**src/inc/i2c_pkg.sv**
```systemverilog
// Constants shared by the two-wire status and data path.
// Assumes a 32-bit APB slave with byte addresses in the low eight bits.
package i2c_pkg;

	localparam int ADDR_W = 8;
	localparam int DATA_W = 32;

	localparam logic [7:0] OFF_STATUS = 8'h00;
	localparam logic [7:0] OFF_OWN = 8'h04;
	localparam logic [7:0] OFF_TX = 8'h08;
	localparam logic [7:0] OFF_RX = 8'h0C;
	localparam logic [7:0] OFF_CTRL = 8'h10;

	localparam int BIT_RECEIVE_FULL_FLAG = 5;
	localparam int BIT_NACK = 4;
	localparam int BIT_STOP = 3;
	localparam int BIT_AL = 2;
	localparam int BIT_AAS = 1;
	localparam int BIT_ADZ = 0;

	localparam int BIT_FS = 0;

	localparam int CTRL_MST = 0;
	localparam int CTRL_TRS = 1;
	localparam int CTRL_ACK_CHECK_ENABLE = 2;
	localparam int CTRL_MLS = 3;
	localparam int CTRL_ACKBT = 4;

	localparam logic [7:0] RST_STATUS = 8'h00;
	localparam logic [7:0] RST_OWN = 8'h00;
	localparam logic [7:0] RST_TX = 8'hFF;
	localparam logic [7:0] RST_RX = 8'hFF;
	localparam logic [7:0] RST_CTRL = 8'h00;

	localparam logic [3:0] LAST_DATA_BIT = 4'h7;
	localparam logic [3:0] ACK_SLOT = 4'h8;
	localparam logic [6:0] GCALL_ADDR = 7'h00;
	localparam logic FMT_TWO_WIRE = 1'b0;

	typedef enum logic [2:0] {
		ST_IDLE = 3'b001,
		ST_ADDR = 3'b010,
		ST_DATA = 3'b100
	} frame_state_t;

endpackage

```
**src/inc/shift_if.sv**
```systemverilog
// Link between the register core and the bit shifting engine.
// Assumes both ends run on pclk.
`timescale 1ns/1ps
interface shift_if;
	logic load;
	logic [7:0] load_data;
	logic tx_en;
	logic sync_fmt;
	logic ack_drive_en;
	logic ack_level;
	logic restart;
	logic scl_rise;
	logic scl_fall;
	logic sda_in;
	logic empty;
	logic byte_done;
	logic ack_done;
	logic ack_bit;
	logic [7:0] rx_byte;
	logic sda_level;
	logic drive;
	logic in_data;

	modport core (
		output load, load_data, tx_en, sync_fmt, ack_drive_en, ack_level, restart,
		output scl_rise, scl_fall, sda_in,
		input empty, byte_done, ack_done, ack_bit, rx_byte, sda_level, drive, in_data
	);
	modport engine (
		input load, load_data, tx_en, sync_fmt, ack_drive_en, ack_level, restart,
		input scl_rise, scl_fall, sda_in,
		output empty, byte_done, ack_done, ack_bit, rx_byte, sda_level, drive, in_data
	);
endinterface // shift_if

```
**src/logic/bit_shifter.sv**
```systemverilog
// Serial shift engine: eight data bits, plus an acknowledge slot unless sync_fmt is set.
// Assumes clock edges arrive as one-cycle pulses on pclk.
`timescale 1ns/1ps
module bit_shifter (
	input wire logic pclk,
	input wire logic presetn,
	shift_if.engine bus
);
	import i2c_pkg::*;

	logic [7:0] shift_reg;
	logic [3:0] count_reg;

	// Bit counter and serial capture
	always_ff @(posedge pclk or negedge presetn) begin
		if (!presetn) begin
			shift_reg <= RST_TX;
			count_reg <= 4'h0;
			bus.empty <= 1'b1;
			bus.byte_done <= 1'b0;
			bus.ack_done <= 1'b0;
			bus.ack_bit <= 1'b0;
			bus.rx_byte <= RST_RX;
		end else begin
			bus.byte_done <= 1'b0;
			bus.ack_done <= 1'b0;
			if (bus.restart) begin
				count_reg <= 4'h0;
			end else if (bus.scl_rise && count_reg == ACK_SLOT) begin
				bus.ack_bit <= bus.sda_in;
				bus.ack_done <= 1'b1;
				count_reg <= 4'h0;
				bus.empty <= 1'b1;
			end else if (bus.scl_rise) begin
				shift_reg <= {shift_reg[6:0], bus.sda_in};
				count_reg <= count_reg + 4'h1;
				if (count_reg == LAST_DATA_BIT) begin
					bus.byte_done <= 1'b1;
					bus.rx_byte <= {shift_reg[6:0], bus.sda_in};
					if (bus.sync_fmt) begin
						count_reg <= 4'h0;
						bus.empty <= 1'b1;
					end
				end
			end
			if (bus.load && bus.empty) begin
				shift_reg <= bus.load_data;
				bus.empty <= 1'b0;
			end
		end
	end

	// Output bit changes only while the clock is low
	always_ff @(posedge pclk or negedge presetn) begin
		if (!presetn) begin
			bus.sda_level <= 1'b1;
			bus.drive <= 1'b0;
		end else if (bus.scl_fall && count_reg == ACK_SLOT) begin
			bus.sda_level <= bus.ack_level;
			bus.drive <= bus.ack_drive_en & ~bus.tx_en;
		end else if (bus.scl_fall) begin
			bus.sda_level <= shift_reg[7];
			bus.drive <= bus.tx_en & ~bus.empty;
		end
	end

	assign bus.in_data = (count_reg != ACK_SLOT);
endmodule // bit_shifter

```
**src/logic/cond_detect.sv**
```systemverilog
// Pin synchroniser with clock edge and start/stop detection.
// Assumes scl and sda pins are asynchronous to pclk.
`timescale 1ns/1ps
module cond_detect (
	input wire logic pclk,
	input wire logic presetn,
	input wire logic scl_pin,
	input wire logic sda_pin,
	output logic scl_s,
	output logic sda_s,
	output logic scl_rise,
	output logic scl_fall,
	output logic start_det,
	output logic stop_det
);
	logic scl_meta_reg;
	logic sda_meta_reg;
	logic scl_d_reg;
	logic sda_d_reg;

	// Two-stage synchroniser, then one delay stage for edges
	always_ff @(posedge pclk or negedge presetn) begin
		if (!presetn) begin
			scl_meta_reg <= 1'b1;
			sda_meta_reg <= 1'b1;
			scl_s <= 1'b1;
			sda_s <= 1'b1;
			scl_d_reg <= 1'b1;
			sda_d_reg <= 1'b1;
		end else begin
			scl_meta_reg <= scl_pin;
			sda_meta_reg <= sda_pin;
			scl_s <= scl_meta_reg;
			sda_s <= sda_meta_reg;
			scl_d_reg <= scl_s;
			sda_d_reg <= sda_s;
		end
	end

	assign scl_rise = scl_s & ~scl_d_reg;
	assign scl_fall = ~scl_s & scl_d_reg;
	assign start_det = scl_s & scl_d_reg & sda_d_reg & ~sda_s;
	assign stop_det = scl_s & scl_d_reg & ~sda_d_reg & sda_s;
endmodule // cond_detect

```
**src/logic/i2c_status_path.sv**
```systemverilog
// Two-wire status flags, own address, and transmit/receive data path.
// Assumes an APB master on pclk and open-drain scl/sda pins outside.
// Functional notes
// [RULE1] No acknowledge while checking sets bit 4
// [RULE2] Flags clear by zero write after read
// [RULE3] Stop after a frame sets bit 3
// [RULE4] Master transmit data mismatch loses arbitration
// [RULE5] Driving high during start loses arbitration
// [RULE6] Synchronous format: receive while full overruns
// [RULE7] Own address match in slave receive
// [RULE8] General call also sets address match
// [RULE9] General call flag, slave receive two-wire
// [RULE10] Compare upper seven bits with own address
// [RULE11] Own address bit 0 selects format
// [RULE12] Free shift register loads holding byte
// [RULE13] Early next byte keeps transfer gapless
// [RULE14] Bit order select reverses holding readback
// [RULE15] Full byte moves to receive holding
// [RULE16] Receive holding ignores CPU writes
// [RULE17] Shift register drives data pin serially
// [RULE18] Shift register not readable by CPU
// [RULE19] Moving received byte sets receive full
// [RULE20] Acknowledge check halts on missing acknowledge
// [RULE21] Unarmed clear ignored; set beats clear
// [RULE22] General call is all-zero first frame
`timescale 1ns/1ps
module i2c_status_path (
	input wire logic pclk,
	input wire logic presetn,
	input wire logic psel,
	input wire logic penable,
	input wire logic pwrite,
	input wire logic [i2c_pkg::ADDR_W-1:0] paddr,
	input wire logic [i2c_pkg::DATA_W-1:0] pwdata,
	output logic [i2c_pkg::DATA_W-1:0] prdata,
	output logic pready,
	output logic pslverr,
	input wire logic scl_in,
	input wire logic sda_in,
	output logic sda_out,
	output logic sda_oe
);
	import i2c_pkg::*;

	function automatic logic [7:0] bit_reverse(input logic [7:0] d);
		logic [7:0] r;
		r = 8'h00;
		for (int i = 0; i < 8; i++) begin
			r[i] = d[7 - i];
		end
		return r;
	endfunction

	function automatic logic decode_hit(input logic [ADDR_W-1:0] a, input logic [7:0] off);
		return a == off;
	endfunction

	logic [7:0] status_reg;
	logic [7:0] status_next;
	logic [7:0] armed_reg;
	logic [7:0] own_address_reg;
	logic [7:0] transmit_holding_reg;
	logic [7:0] receive_holding_reg;
	logic [7:0] ctrl_reg;
	logic [DATA_W-1:0] prdata_reg;
	logic tx_pending_reg;
	logic addressed_reg;
	logic frame_seen_reg;
	logic sda_oe_reg;
	frame_state_t state_reg;

	logic scl_s;
	logic sda_s;
	logic scl_rise;
	logic scl_fall;
	logic start_det;
	logic stop_det;

	logic setup;
	logic access;
	logic mapped;
	logic wr_status;
	logic wr_own;
	logic wr_tx;
	logic wr_ctrl;
	logic rd_status;
	logic rd_rx;
	logic two_wire;
	logic mst;
	logic trs;
	logic ack_check_enable;
	logic bit_order_select;
	logic slave_rx;
	logic first_frame;
	logic own_hit;
	logic gcall;
	logic rx_take;
	logic ev_nack;
	logic ev_stop;
	logic ev_al;
	logic ev_ove;
	logic ev_aas;
	logic ev_adz;
	logic [7:0] set_vec;
	logic [7:0] clr_vec;

	shift_if sif ();

	cond_detect u_cond (
		.pclk(pclk),
		.presetn(presetn),
		.scl_pin(scl_in),
		.sda_pin(sda_in),
		.scl_s(scl_s),
		.sda_s(sda_s),
		.scl_rise(scl_rise),
		.scl_fall(scl_fall),
		.start_det(start_det),
		.stop_det(stop_det)
	);

	bit_shifter u_shift (
		.pclk(pclk),
		.presetn(presetn),
		.bus(sif.engine)
	);

	// APB decode, zero wait states
	assign setup = psel & ~penable;
	assign access = psel & penable;
	assign mapped = decode_hit(paddr, OFF_STATUS) | decode_hit(paddr, OFF_OWN)
		| decode_hit(paddr, OFF_TX) | decode_hit(paddr, OFF_RX) | decode_hit(paddr, OFF_CTRL);
	assign pready = 1'b1;
	assign pslverr = access & ~mapped;
	assign prdata = prdata_reg;
	assign wr_status = access & pwrite & decode_hit(paddr, OFF_STATUS);
	assign wr_own = access & pwrite & decode_hit(paddr, OFF_OWN);
	assign wr_tx = access & pwrite & decode_hit(paddr, OFF_TX);
	assign wr_ctrl = access & pwrite & decode_hit(paddr, OFF_CTRL);
	assign rd_status = access & ~pwrite & decode_hit(paddr, OFF_STATUS);
	assign rd_rx = access & ~pwrite & decode_hit(paddr, OFF_RX);

	// Mode decode
	assign two_wire = (own_address_reg[BIT_FS] == FMT_TWO_WIRE); // [RULE11]
	assign mst = ctrl_reg[CTRL_MST];
	assign trs = ctrl_reg[CTRL_TRS];
	assign ack_check_enable = ctrl_reg[CTRL_ACK_CHECK_ENABLE];
	assign bit_order_select = ctrl_reg[CTRL_MLS];
	assign slave_rx = two_wire & ~mst & ~trs;

	// First frame after start: address compare
	assign first_frame = (state_reg == ST_ADDR) & sif.byte_done;
	assign own_hit = (sif.rx_byte[7:1] == own_address_reg[7:1]); // [RULE10]
	assign gcall = (sif.rx_byte == {GCALL_ADDR, 1'b0}); // [RULE22]
	assign ev_aas = first_frame & slave_rx & (own_hit | gcall); // [RULE7] [RULE8]
	assign ev_adz = first_frame & slave_rx & gcall; // [RULE9]

	// Flag events
	assign ev_nack = sif.ack_done & trs & ack_check_enable & sif.ack_bit; // [RULE1]
	assign ev_stop = stop_det & frame_seen_reg; // [RULE3]
	assign ev_al = two_wire & mst & ((scl_rise & trs & sif.drive & sif.in_data
		& (sif.sda_level != sda_s)) // [RULE4]
		| (start_det & sif.drive & sif.sda_level)); // [RULE5]
	assign ev_ove = ~two_wire & sif.byte_done & ~trs & status_reg[BIT_RECEIVE_FULL_FLAG]; // [RULE6]
	assign rx_take = sif.byte_done & ~trs & (~two_wire | mst | addressed_reg | ev_aas);

	always_comb begin
		set_vec = 8'h00;
		set_vec[BIT_RECEIVE_FULL_FLAG] = rx_take; // [RULE19]
		set_vec[BIT_NACK] = ev_nack;
		set_vec[BIT_STOP] = ev_stop;
		set_vec[BIT_AL] = ev_al | ev_ove;
		set_vec[BIT_AAS] = ev_aas;
		set_vec[BIT_ADZ] = ev_adz;
	end

	// Status writes clear only bits armed by an earlier read of 1; a receive read clears bit 5
	always_comb begin
		clr_vec = 8'h00;
		if (wr_status) begin
			clr_vec = armed_reg & ~pwdata[7:0]; // [RULE2]
		end
		if (rd_rx) begin
			clr_vec[BIT_RECEIVE_FULL_FLAG] = 1'b1;
		end
		status_next = (status_reg & ~clr_vec) | set_vec; // [RULE21]
	end

	always_ff @(posedge pclk or negedge presetn) begin
		if (!presetn) begin
			status_reg <= RST_STATUS;
		end else begin
			status_reg <= status_next;
		end
	end

	// Arming follows status reads, dropped after any status write
	always_ff @(posedge pclk or negedge presetn) begin
		if (!presetn) begin
			armed_reg <= 8'h00;
		end else if (rd_status) begin
			armed_reg <= prdata_reg[7:0];
		end else if (wr_status) begin
			armed_reg <= 8'h00;
		end
	end

	// Software registers
	always_ff @(posedge pclk or negedge presetn) begin
		if (!presetn) begin
			own_address_reg <= RST_OWN;
		end else if (wr_own) begin
			own_address_reg <= pwdata[7:0];
		end
	end

	always_ff @(posedge pclk or negedge presetn) begin
		if (!presetn) begin
			ctrl_reg <= RST_CTRL;
		end else if (wr_ctrl) begin
			ctrl_reg <= {3'h0, pwdata[4:0]};
		end
	end

	always_ff @(posedge pclk or negedge presetn) begin
		if (!presetn) begin
			transmit_holding_reg <= RST_TX;
		end else if (wr_tx) begin
			transmit_holding_reg <= pwdata[7:0];
		end
	end

	// Pending byte survives a load in the same cycle as a new write
	always_ff @(posedge pclk or negedge presetn) begin
		if (!presetn) begin
			tx_pending_reg <= 1'b0;
		end else if (wr_tx) begin
			tx_pending_reg <= 1'b1; // [RULE13]
		end else if (sif.load && sif.empty) begin
			tx_pending_reg <= 1'b0;
		end
	end

	// Shifter control
	assign sif.load = tx_pending_reg & trs & ~(ack_check_enable & status_reg[BIT_NACK]); // [RULE12] [RULE20]
	assign sif.load_data = bit_order_select ? bit_reverse(transmit_holding_reg) : transmit_holding_reg;
	assign sif.tx_en = trs;
	assign sif.sync_fmt = ~two_wire;
	assign sif.ack_drive_en = two_wire & (mst | addressed_reg);
	assign sif.ack_level = ctrl_reg[CTRL_ACKBT];
	assign sif.restart = (start_det & two_wire) | wr_own;
	assign sif.scl_rise = scl_rise;
	assign sif.scl_fall = scl_fall;
	assign sif.sda_in = sda_s;

	// Receive holding: only the receive path writes it
	always_ff @(posedge pclk or negedge presetn) begin
		if (!presetn) begin
			receive_holding_reg <= RST_RX;
		end else if (rx_take) begin
			receive_holding_reg <= sif.rx_byte; // [RULE15] [RULE16]
		end
	end

	// Frame tracking after start
	always_ff @(posedge pclk or negedge presetn) begin
		if (!presetn) begin
			state_reg <= ST_IDLE;
		end else begin
			case (state_reg)
				ST_IDLE: begin
					if (start_det) begin
						state_reg <= ST_ADDR;
					end
				end
				ST_ADDR: begin
					if (stop_det) begin
						state_reg <= ST_IDLE;
					end else if (sif.byte_done) begin
						state_reg <= ST_DATA;
					end
				end
				ST_DATA: begin
					if (stop_det) begin
						state_reg <= ST_IDLE;
					end else if (start_det) begin
						state_reg <= ST_ADDR;
					end
				end
				default: begin
					state_reg <= ST_IDLE;
				end
			endcase
		end
	end

	always_ff @(posedge pclk or negedge presetn) begin
		if (!presetn) begin
			addressed_reg <= 1'b0;
		end else if (start_det || stop_det) begin
			addressed_reg <= 1'b0;
		end else if (ev_aas) begin
			addressed_reg <= 1'b1;
		end
	end

	always_ff @(posedge pclk or negedge presetn) begin
		if (!presetn) begin
			frame_seen_reg <= 1'b0;
		end else if (stop_det || start_det) begin
			frame_seen_reg <= 1'b0;
		end else if (sif.byte_done) begin
			frame_seen_reg <= 1'b1;
		end
	end

	// Open-drain data pin: pull low for a zero
	always_ff @(posedge pclk or negedge presetn) begin
		if (!presetn) begin
			sda_oe_reg <= 1'b0;
		end else begin
			sda_oe_reg <= sif.drive & ~sif.sda_level; // [RULE17]
		end
	end

	assign sda_oe = sda_oe_reg;
	assign sda_out = 1'b0;

	// Read data captured in the setup phase
	always_ff @(posedge pclk or negedge presetn) begin
		if (!presetn) begin
			prdata_reg <= '0;
		end else if (setup && !pwrite) begin
			if (decode_hit(paddr, OFF_STATUS)) begin
				prdata_reg <= {24'h000000, status_reg};
			end else if (decode_hit(paddr, OFF_OWN)) begin
				prdata_reg <= {24'h000000, own_address_reg};
			end else if (decode_hit(paddr, OFF_TX)) begin
				prdata_reg <= {24'h000000, sif.load_data}; // [RULE14]
			end else if (decode_hit(paddr, OFF_RX)) begin
				prdata_reg <= {24'h000000, receive_holding_reg};
			end else if (decode_hit(paddr, OFF_CTRL)) begin
				prdata_reg <= {24'h000000, ctrl_reg};
			end else begin
				prdata_reg <= '0; // [RULE18]
			end
		end
	end
endmodule // i2c_status_path

```
**config.mk**
```make
export PLATFORM = sky130hd
export DESIGN_NAME = i2c_status_path
export DESIGN_NICKNAME = d
export VERILOG_FILES = /design/src/inc/i2c_pkg.sv /design/src/inc/shift_if.sv /design/src/logic/bit_shifter.sv /design/src/logic/cond_detect.sv /design/src/logic/i2c_status_path.sv
export SDC_FILE = /design/constraint.sdc
export NUM_CORES = 1
export LEC_CHECK = 0
export ABC_AREA = 1
export BUFFER_PORTS_ARGS = -buffer_cell sky130_fd_sc_hd__buf_4
export CORE_ASPECT_RATIO = 1.2
export CORE_MARGIN = 2
export CORE_UTILIZATION = 51
export CTS_BUF_LIST = sky130_fd_sc_hd__clkbuf_8 sky130_fd_sc_hd__clkbuf_16
export DETAILED_ROUTE_END_ITERATION = 12
export GPL_TIMING_DRIVEN = 0
export PLACE_DENSITY = 0.77
export SETUP_SLACK_MARGIN = 0.2
export SLEW_MARGIN = 20
export SYNTH_ARGS = -nofsm -noshare
export SYNTH_HDL_FRONTEND = slang
export SYNTH_SLANG_ARGS = --single-unit
```
**constraint.sdc**
```tcl
create_clock -name pclk -period 1.55 [get_ports pclk]
set_input_delay 0.31 -clock pclk [delete_from_list [all_inputs] [get_ports pclk]]
set_output_delay 0.31 -clock pclk [all_outputs]
set_load 0.05 [all_outputs]
```
Word-level counts from Yosys, hierarchy flattened
Cells that the tools add are included.
{"block": "word_totals", "regBits": 116, "inputBits": 47, "output_inout_bits": 36, "word_cells": 192}
{"block": "op_classes", "add_sub_neg": 1, "n_eq_ne": 15, "n_mux": 46, "bitwise_logic": 81, "n_reduce_logical": 22}
{"op": "$mux W8", "n": 12}
{"op": "$and A1 B1 Y1", "n": 49}
{"op": "$mux W1", "n": 23}
{"op": "$mux W4", "n": 5}
{"op": "$and A8 B8 Y8", "n": 2}
{"op": "$eq A8 B4 Y1 const B", "n": 2}
{"op": "$logic_not A8 Y1", "n": 2}
{"op": "$not A8 Y8", "n": 2}
{"op": "$not A1 Y1", "n": 15}
{"op": "$mux W3", "n": 4}
{"op": "$or A1 B1 Y1", "n": 12}
{"op": "$reduce_bool A2 Y1", "n": 6}
{"op": "$reduce_bool A3 Y1", "n": 4}
{"op": "$pmux W3 S3", "n": 1}
{"op": "$eq A8 B3 Y1 const B", "n": 1}
{"op": "$eq A8 B5 Y1 const B", "n": 1}
{"op": "$or A8 B6 Y8", "n": 1}
{"op": "$reduce_and A4 Y1", "n": 2}
{"op": "$eq A7 B7 Y1", "n": 1}
{"op": "$mux W5", "n": 1}
{"op": "$add A4 B1 Y4 const B", "n": 1}
{"op": "$eq A4 B3 Y1 const B", "n": 1}
{"op": "$eq A4 B4 Y1 const B", "n": 1}
{"op": "$logic_and A1 B1 Y1", "n": 4}
{"op": "other kinds (12)", "n": 12}

Longest topological paths before layout
Gate-level depths: netlist (run 1).
{"block": "logic_depth", "depth_word": 10, "mapped_depth": 12}

Modules after synthesis
Synthesis (run 1) repeated with hierarchy kept, for this count alone.
{"block": "hier_totals", "cells_unflattened": 597, "area_unflattened_um2": 4928.5}
{"module": "i2c_status_path", "instances": 1, "cells_each": 433, "area_per_inst_um2": 3408.3, "seq_area_each_um2": 1522.7}
{"module": "bit_shifter", "instances": 1, "cells_each": 147, "area_per_inst_um2": 1321.3, "seq_area_each_um2": 673.1}
{"module": "cond_detect", "instances": 1, "cells_each": 17, "area_per_inst_um2": 198.9, "seq_area_each_um2": 157.7}

Worst setup path before layout (run 1)
OpenSTA, ideal clock, no wires.
{"block": "synth_path", "path_type": "input port to output port", "startpoint": "input paddr[2] in the netlist's numbering", "endpoint": "output pslverr", "arrival_time_ns": 1.380, "t_required_ns": 1.240, "path_slack_ns": -0.140, "cell_stages": 6, "cell_sequence": "inv_1 -> nand3_1 -> inv_1 -> nand2_1 -> nand2_1 -> nor2_1"}
{"block": "synth_between", "elab_chain_len": 7}
{"element": "start, declared", "line": "i2c_status_path.sv:33", "source": "input wire logic [i2c_pkg::ADDR_W-1:0] paddr,"}
{"element": "$eq A8 B3 Y1 or $logic_not A8 Y1 (tied branches)", "line": "i2c_status_path.sv:55", "source": "return a == off;"}
{"element": "$or A1 B1 Y1", "line": "i2c_status_path.sv:131", "source": "assign mapped = decode_hit(paddr, OFF_STATUS) | decode_hit(paddr, OFF_OWN)"}
{"element": "$or A1 B1 Y1 (2 in series)", "line": "i2c_status_path.sv:132", "source": "| decode_hit(paddr, OFF_TX) | decode_hit(paddr, OFF_RX) | decode_hit(paddr, OFF_CTRL);"}
{"element": "$or A1 B1 Y1 *", "line": "i2c_status_path.sv:132"}
{"element": "$not A1 Y1 *", "line": "i2c_status_path.sv:134", "source": "assign pslverr = access & ~mapped;"}
{"element": "$and A1 B1 Y1 *", "line": "i2c_status_path.sv:134"}
{"element": "end, declared", "line": "i2c_status_path.sv:37", "source": "output logic pslverr,"}
Every way passes the cells marked *; elsewhere a longest branch is shown, timed or not.

Worst setup path after layout (run 1)
{"block": "layout_path", "startpoint": "register u_cond.sda_s", "endpoint": "register u_shift.bus.rx_byte[3]"}
{"block": "layout_between", "elab_chain_len": 6}
{"element": "start, declared", "line": "cond_detect.sv:10", "source": "output logic sda_s,"}
{"element": "start signal, assigned", "line": "cond_detect.sv:34", "source": "sda_s <= sda_meta_reg;"}
{"element": "$not A1 Y1", "line": "cond_detect.sv:42", "source": "assign start_det = scl_s & scl_d_reg & sda_d_reg & ~sda_s;"}
{"element": "$and A1 B1 Y1", "line": "cond_detect.sv:42"}
{"element": "$and A1 B1 Y1", "line": "i2c_status_path.sv:251", "source": "assign sif.restart = (start_det & two_wire) | wr_own;"}
{"element": "$or A1 B1 Y1", "line": "i2c_status_path.sv:251"}
{"element": "$not A1 Y1 (no line)"}
{"element": "$reduce_and A4 Y1 (no line)"}
{"element": "end signal, assigned", "line": "bit_shifter.sv:39", "source": "bus.rx_byte <= {shift_reg[6:0], bus.sda_in};"}
{"element": "end, declared", "line": "shift_if.sv:32", "source": "output empty, byte_done, ack_done, ack_bit, rx_byte, sda_level, drive, in_data"}
No other way between the ends.
A chain may end at the register's enable or synchronous reset.

==> results.toml, run 1 <==
[placed_design]
placed_cells_incl_taps = 756
place_area_sq_um = 5320
detailedPlacementHpwl_um = 8800
io_buffers = 32
place_worst_setup_slack_ns = -0.438
gpl.final_weighted_congestion = 0.927

[sta]
finClkSkew_ns = 0.0167
final-hold-violation-count = 0
fin_hold_ws_ns = 0.0168
final_setup_vio_count = 20
maxSlewHeadroom_pct = 45.4
worst_slack_ns = -0.0819
timing.fmax_mhz = 613
grt_setup_unrepaired = "yes"
worst_pin_slew_ns = 0.819
timing.final.crit_share_pct = 105
timing_max_transition_violations_final = 0
finalWorstPathRequiredPeriod_ns = 1.63

[synthesis]
synth_cell_type_count = 44
ys_dominant_reg_cell = "sky130_fd_sc_hd__dfrtp_1"
ys_top_cells_by_area = "sky130_fd_sc_hd__dfrtp_1 (27%), sky130_fd_sc_hd__dfstp_2 (23%), sky130_fd_sc_hd__nand2_1 (13%)"
synth_top_area_share_pct = 26.7
synth_edf_count = 0
ys_seq_area_share_pct = 49.2
total_of_flip_flops_plus_latches_after_synthesis = 92
synth.cell_area_sq_um = 4780
async_flop_share_pct = 100
synthesis.area_per_instance_sq_um = 8.25
synth_top_area_cell = "sky130_fd_sc_hd__dfrtp_1"
ys_warn_count = 0
netlist_instances = 580

[job]
max_cap_violations = 0

[cts]
cts_max_path_buffers = 2
post_cts_hold_buffer_count = 0
cts.sink_count = 92
cts_tree = "done"
worstSkewPairLatency_ns = 0.38
cts_inserted_buffers = 9
cts.reportedPaths.clkPinSlew_ns = 0.10
cts.htree.levels = 3
cts_root_buffer = "sky130_fd_sc_hd__clkbuf_8"

[grt]
grt.total_usage_pct = 27.4
grt_antenna_before_repair = 0
global_route_wire_length_before_repair_um = 21200
number_of_global_route_vias_before_repair = 4304
globalRouteOverflowTotal = 0
grt_start_max_net_pins = 93

[floorplanning]
die_w_um = 92.4
core.rowCount = 38
initial_core_util_pct = 52.7
area_of_the_placeable_core_sq_um = 9080
die-area_sq_um = 10200
fp.dieH_um = 110
ios = 83

[power]
leakage_power_summed_over_all_cells_nw = 3.16
switchingPower_mw = 2.12
clock_network_fraction_of_total_power_pct = 24.0
sequentialPowerShare_pct = 49.1
cellInternalPower_mw = 3.99
power_dens_cells_nw_per_um2 = 929
ir_worst_vdd_uv = 678
netSwitchingFraction_pct = 34.7
pwr-share-comb_pct = 26.9

[drt]
detail_route.iter0.violations = 356
ant_nets = 0
drt_pass1_iterations = 7
detail_route.wirelength_um = 14300
detail_route.drc_violations = 0
average_wire_length_per_cell_after_detail_routing_um = 17.3
routed-via-count = 4483
avgViaCountPerCell = 5.41

[critical_path]
r2r_slack_ns = -0.08
crit_type = "flip-flop to flip-flop"
rr_startpoint = "u_cond.sda_s"
worstSetupEndpointType = "flip-flop"
critPathArrivalTime_ns = 1.95
regToRegEndpoint = "u_shift.bus.rx_byte[3]"
critical_path.slowest_cell = "sky130_fd_sc_hd__dfstp_2"
timing.critical_path.required_ns = 1.87
startpoint_type = "flip-flop"
crit_path_max_incr_delay_ns = 0.57
path_max_fanout = 4
crit_path_cell_trace = "inv_4, nand4_4, inv_4, nand2_4, a21boi_4, nand3_4, buf_4, inv_2, nand2_1, nand2_1"
reg2reg_depth = 10

[cells_and_area]
drive_gt1_share_pct = 44.2
final_nets = 752
register_area_sq_um = 2350
flow.area_growth_from_synthesis_pct = 37.6
most-common-layout-cells = "sky130_fd_sc_hd__nand2_1 (121), sky130_fd_sc_hd__buf_4 (93), sky130_fd_sc_hd__inv_1 (61), sky130_fd_sc_hd__dfrtp_1 (50)"
num_antenna_cells = 0
most_common_cell_after_layout_fill_and_taps_aside = "sky130_fd_sc_hd__nand2_1"
utilization_pct = 72.5
layout.cells.non_filler = 828
area_occupied_by_multi_input_gates_sq_um = 2520
fill_cells = 648
postLayoutCellArea_sq_um = 6580

[status]
violated_checks = "negative setup slack"
outcome = "finished with violations"

[min_path]
hold_path_class = "input port to async pin"
cells by family after synthesis:
| logic type | synth area share, % |
|---|---|
| AO/OA/AOI/OAI | 10.8 |
| XOR/XNOR | 1.46 |
| adder cells (fa/ha/maj) | 0.523 |
| buffers and inverters | 11.2 |
| flip-flops | 49.2 |
| multiplexers | 0.209 |
| other | 0.157 |
| AND/OR/NAND/NOR | 26.4 |
final cells by class:
class                   count  share of cell area [%]
plain buffers              35                    4.70
clock buffers               9                    1.88
clock inverters             7                   0.684
inverters                  77                    4.68
multi-input cells         403                    38.3
flip-flops and latches     92                    35.8
well taps                 120                    2.28
repair buffers             85                    11.7
worst max-delay path: cells and delay by family (launching register included):
kind                   cells  cell delay [ns]
AO/OA/AOI/OAI              1             0.21
AND/OR/NAND/NOR            5             0.42
flip-flops                 1             0.57
buffers and inverters      4             0.35
timing repair:
item / 4_1_cts / 5_1_grt
gates cloned: 4 / 1
setup endpoints to repair: 74 / 80
resized for setup: 96 / 81
setup buffers: 30 / 21
pin swaps: 36 / 33
worst max-delay path by stage:
stage / slack (ns) / start / cells after the start / endpoint
2_1_floorplan: 0.009 / u_cond.sda_s / 8 / u_shift.bus.rx_byte[4]
3_3_place_gp: -0.42 / paddr[0] / 9 / u_shift.shift_reg[7]
3_5_place_dp: -0.44 / paddr[0] / 9 / u_shift.shift_reg[3]
4_1_cts: -0.04 / u_cond.sda_s / 9 / u_shift.bus.rx_byte[0]
5_1_grt: -0.14 / u_cond.sda_s / 10 / u_shift.bus.rx_byte[1]
6_report: -0.08 / u_cond.sda_s / 10 / u_shift.bus.rx_byte[3]
metal layers:
metal / wire length, um / track usage, % / vias up
met5: 0 / 0 / -
met4: 775 / 16.8 / 0
met3: 725 / 4.55 / 54
met2: 7370 / 47.0 / 189
met1: 5480 / 32.3 / 2165
li1: - / - / 2075
per-stage QoR:
step | TNS, ns | total power [mW]
after floorplan | 0 | 3.76
after global placement | -17.87 | 4.06
after detailed placement | -20.24 | 4.13
after CTS | -0.358 | 5.83
after global routing | -2.64 | 6.37
final | -1.17 | 6.11
power by group through the flow:
stage	clock, mW	combinational (mW)	sequential [mW]
after floorplan	0	0.811	2.95
after global placement	0	1.08	2.98
after global routing	1.58	1.76	3.03
after detailed placement	0	1.13	3.00
final	1.47	1.64	3.00
after CTS	1.49	1.38	2.96
synthesized netlist by cell type, drive strengths merged, types with 2 or more instances:
cell and count:
nand2 174, inv 76, o21ai 59, dfrtp 51
nand3 43, dfstp 41, nor2 32, buf 30
nand4 12, nor3 10, o31ai 9, a21oi 8
clkbuf 5, xnor2 5, o22ai 4, xor2 3
a21boi 2, a31oi 2, conb 2, ha 2
nor4 2
Power figures use the tool's default switching activity.
==> run 2: changes to the inputs <==
PLACE_DENSITY = 0.76   (was 0.77)
SYNTH_HIERARCHICAL = 1   (was unset)
==> run 2 against run 1 <==
  * The run still ends with negative setup slack left
  * Combinational power up 30%
  * Clock power up 47%
  * Setup slack worse by 0.0040 ns
  * Synthesized cell count up 2.9%
  * Sequential cell count unchanged
  * Critical path type unchanged
  * Core utilization down 2.1 points
  * Critical endpoint is now receive_holding_reg[2]
==> results.toml, run 2 <==
[sta]
fin_hold_ws_ns = 0.0303
worst_pin_slew_ns = 0.837
final_setup_vio_count = 26
grt_setup_unrepaired = "yes"
finalWorstPathRequiredPeriod_ns = 1.64
final-hold-violation-count = 0
timing.fmax_mhz = 611
timing.final.crit_share_pct = 106
timing_max_transition_violations_final = 0
finClkSkew_ns = 0.00700
worst_slack_ns = -0.0858
maxSlewHeadroom_pct = 44.2
setup-tns-final_ns = -1.41

[grt]
grt.total_usage_pct = 25.7
grt_start_max_net_pins = 93
global_route_wire_length_before_repair_um = 20900
grt_antenna_before_repair = 0
globalRouteOverflowTotal = 0
number_of_global_route_vias_before_repair = 4239

[drt]
drt_pass1_iterations = 5
average_wire_length_per_cell_after_detail_routing_um = 16.4
routed-via-count = 4488
detail_route.drc_violations = 0
ant_nets = 0
detail_route.iter0.violations = 305
avgViaCountPerCell = 5.39
detail_route.wirelength_um = 13600

[power]
switchingPower_mw = 2.54
clock_network_fraction_of_total_power_pct = 28.9
sequentialPowerShare_pct = 42.6
power_dens_cells_nw_per_um2 = 1120
netSwitchingFraction_pct = 34.0
cellInternalPower_mw = 4.93
pwr-share-comb_pct = 28.5
leakage_power_summed_over_all_cells_nw = 3.21
ir_worst_vdd_uv = 645

[cts]
cts_tree = "done"
cts.reportedPaths.clkPinSlew_ns = 0.06
cts_root_buffer = "sky130_fd_sc_hd__clkbuf_16"
post_cts_hold_buffer_count = 0
cts.sink_count = 92
cts_max_path_buffers = 2
worstSkewPairLatency_ns = 0.35
cts.htree.levels = 3
cts_inserted_buffers = 9

[synthesis]
synth.top_cells.by_count = "sky130_fd_sc_hd__nand2_1 (163), sky130_fd_sc_hd__inv_1 (82), sky130_fd_sc_hd__dfrtp_1 (51), sky130_fd_sc_hd__o21ai_0 (48), sky130_fd_sc_hd__dfstp_2 (41)"
synth.cell_area_sq_um = 4930
ys_seq_area_share_pct = 47.8
total_of_flip_flops_plus_latches_after_synthesis = 92
ys_warn_count = 6
synth_top_area_cell = "sky130_fd_sc_hd__dfrtp_1"
synth_edf_count = 0
synth_top_area_share_pct = 25.9
ys_dominant_reg_cell = "sky130_fd_sc_hd__dfrtp_1"
netlist_instances = 597
synth_cell_type_count = 39
yosys.cell_count.top_type = "sky130_fd_sc_hd__nand2_1"
synthesis.area_per_instance_sq_um = 8.26
async_flop_share_pct = 100
ys_top_cells_by_area = "sky130_fd_sc_hd__dfrtp_1 (26%), sky130_fd_sc_hd__dfstp_2 (22%), sky130_fd_sc_hd__nand2_1 (12%)"

[cells_and_area]
flow.area_growth_from_synthesis_pct = 35.2
area_occupied_by_multi_input_gates_sq_um = 2570
most-common-layout-cells = "sky130_fd_sc_hd__nand2_1 (124), sky130_fd_sc_hd__buf_4 (74), sky130_fd_sc_hd__inv_1 (71), sky130_fd_sc_hd__dfrtp_1 (50), sky130_fd_sc_hd__dfstp_2 (41)"
final_nets = 754
register_area_sq_um = 2350
fill_cells = 665
postLayoutCellArea_sq_um = 6660
most_common_cell_after_layout_fill_and_taps_aside = "sky130_fd_sc_hd__nand2_1"
drive_gt1_share_pct = 43.8
num_antenna_cells = 0

[job]
max_cap_violations = 0

[floorplanning]
die-area_sq_um = 10500
initial_core_util_pct = 52.1
ios = 83
fp.dieH_um = 112
area_of_the_placeable_core_sq_um = 9470
die_w_um = 93.7
core.rowCount = 39

[status]
outcome = "finished with violations"
violated_checks = "negative setup slack"

[placed_design]
io_buffers = 32
detailedPlacementHpwl_um = 8880
place_area_sq_um = 5460
gpl.final_weighted_congestion = 0.959

[critical_path]
crit_type = "flip-flop to flip-flop"
critical_path_startpoint = "u_shift/bus.rx_byte[4]"
rr_startpoint = "u_shift/bus.rx_byte[4]"
critPathArrivalTime_ns = 1.91
r2r_slack_ns = -0.09
regToRegEndpoint = "receive_holding_reg[2]"
worstSetupEndpointType = "flip-flop"
reg2reg_depth = 10
path_max_fanout = 6
endpoint = "receive_holding_reg[2]"
timing.critical_path.required_ns = 1.83
startpoint_type = "flip-flop"

[min_path]
hold_path_class = "input port to async pin"
[run 2: cell types whose count changed after synthesis, sizes merged, moves of 3 or more]
| cell | before | now |
|---|---|---|
| buf | 30 | 33 |
| nor2 | 32 | 35 |
| o22ai | 4 | 1 |
| o211ai | 0 | 5 |
| nand2 | 174 | 171 |
| clkbuf | 5 | 2 |
| o21ai | 59 | 75 |
| o31ai | 9 | 5 |
| nor3 | 10 | 13 |
| inv | 76 | 86 |
[run 2: through the flow]
step | util [%] | instances | total power [mW] | setup slack, ns
CTS | 65.4 | 820 | 7.13 | -0.0430
floorplan | - | 621 | 4.20 | -0.161
finish | 70.4 | 833 | 7.47 | -0.0858
global route | 70.4 | 833 | 7.81 | -0.178
global placement | 57.7 | 776 | 4.58 | -0.546
detailed placement | 57.7 | 776 | 4.66 | -0.628
[run 2: worst min-delay path by stage]
stage | cells past startpoint | to | from
after floorplan | 0 | addressed_reg | presetn
after global placement | 0 | u_cond/sda_s | u_cond/sda_meta_reg
after detailed placement | 0 | u_cond/scl_s | u_cond/scl_meta_reg
after CTS | 1 | u_cond/scl_meta_reg | scl_in
after global routing | 1 | u_cond/sda_meta_reg | sda_in
final | 1 | own_address_reg[6] | presetn
[run 2: critical path, cell delays in order, from the launching register on]
cell,delay (ns)
sky130_fd_sc_hd__dfstp_2,0.58
sky130_fd_sc_hd__xnor2_2,0.12
sky130_fd_sc_hd__nand2_1,0.08
sky130_fd_sc_hd__nor2_1,0.13
sky130_fd_sc_hd__nand2_2,0.10
sky130_fd_sc_hd__nand2_2,0.09
sky130_fd_sc_hd__nand2_4,0.11
sky130_fd_sc_hd__nand2_8,0.14
sky130_fd_sc_hd__nand2_8,0.08
sky130_fd_sc_hd__nand2_2,0.07
sky130_fd_sc_hd__nand2_1,0.05
[run 2: routing by layer]
metal	vias to the layer above	global-route usage, %	share of wire (%)
met1	2173	30.7	38
met3	50	3.11	4.4
li1	2097	-	-
met4	0	14.7	5.3
met5	-	0	0
met2	168	44.3	53
[run 2: kinds of logic (layout without fill, tap and decap cells)]
family | count (synthesis) | count (layout) | synth area share [%]
buf+inv | 122 | 209 | 12.3
simple gates | 274 | 276 | 25.6
compound gates | 99 | 99 | 12.7
fa+ha+maj | 2 | 2 | 0.508
flops | 92 | 92 | 47.8
xor+xnor | 6 | 6 | 1.07
other cells | 2 | 26 | 0.152
[run 2: what timing repair did]
| item | 4_1_cts | 5_1_grt |
|---|---|---|
| gates resized for setup | 74 | 113 |
| setup buffers | 26 | 11 |
| gates cloned | 2 | 2 |
| endpoints found under the setup margin | 48 | 72 |
| pin swaps | 21 | 29 |
[run 2: power by group through the flow]
stage	clock network [mW]	logic, mW	registers, mW
global route	2.28	2.31	3.22
global placement	0	1.41	3.18
CTS	2.17	1.81	3.15
finish	2.16	2.13	3.19
floorplan	0	1.07	3.14
detailed placement	0	1.47	3.20
[run 2: layout make-up]
class                           count  share of cell area, %
Timing Repair Buffer               71                   9.99
Multi-Input combinational cell    409                   38.5
Sequential cell                    92                   35.3
Buffer                             35                   4.49
Tap cell                          123                   2.31
Clock inverter                      7                  0.920
Inverter                           87                   5.03
Clock buffer                        9                   3.38
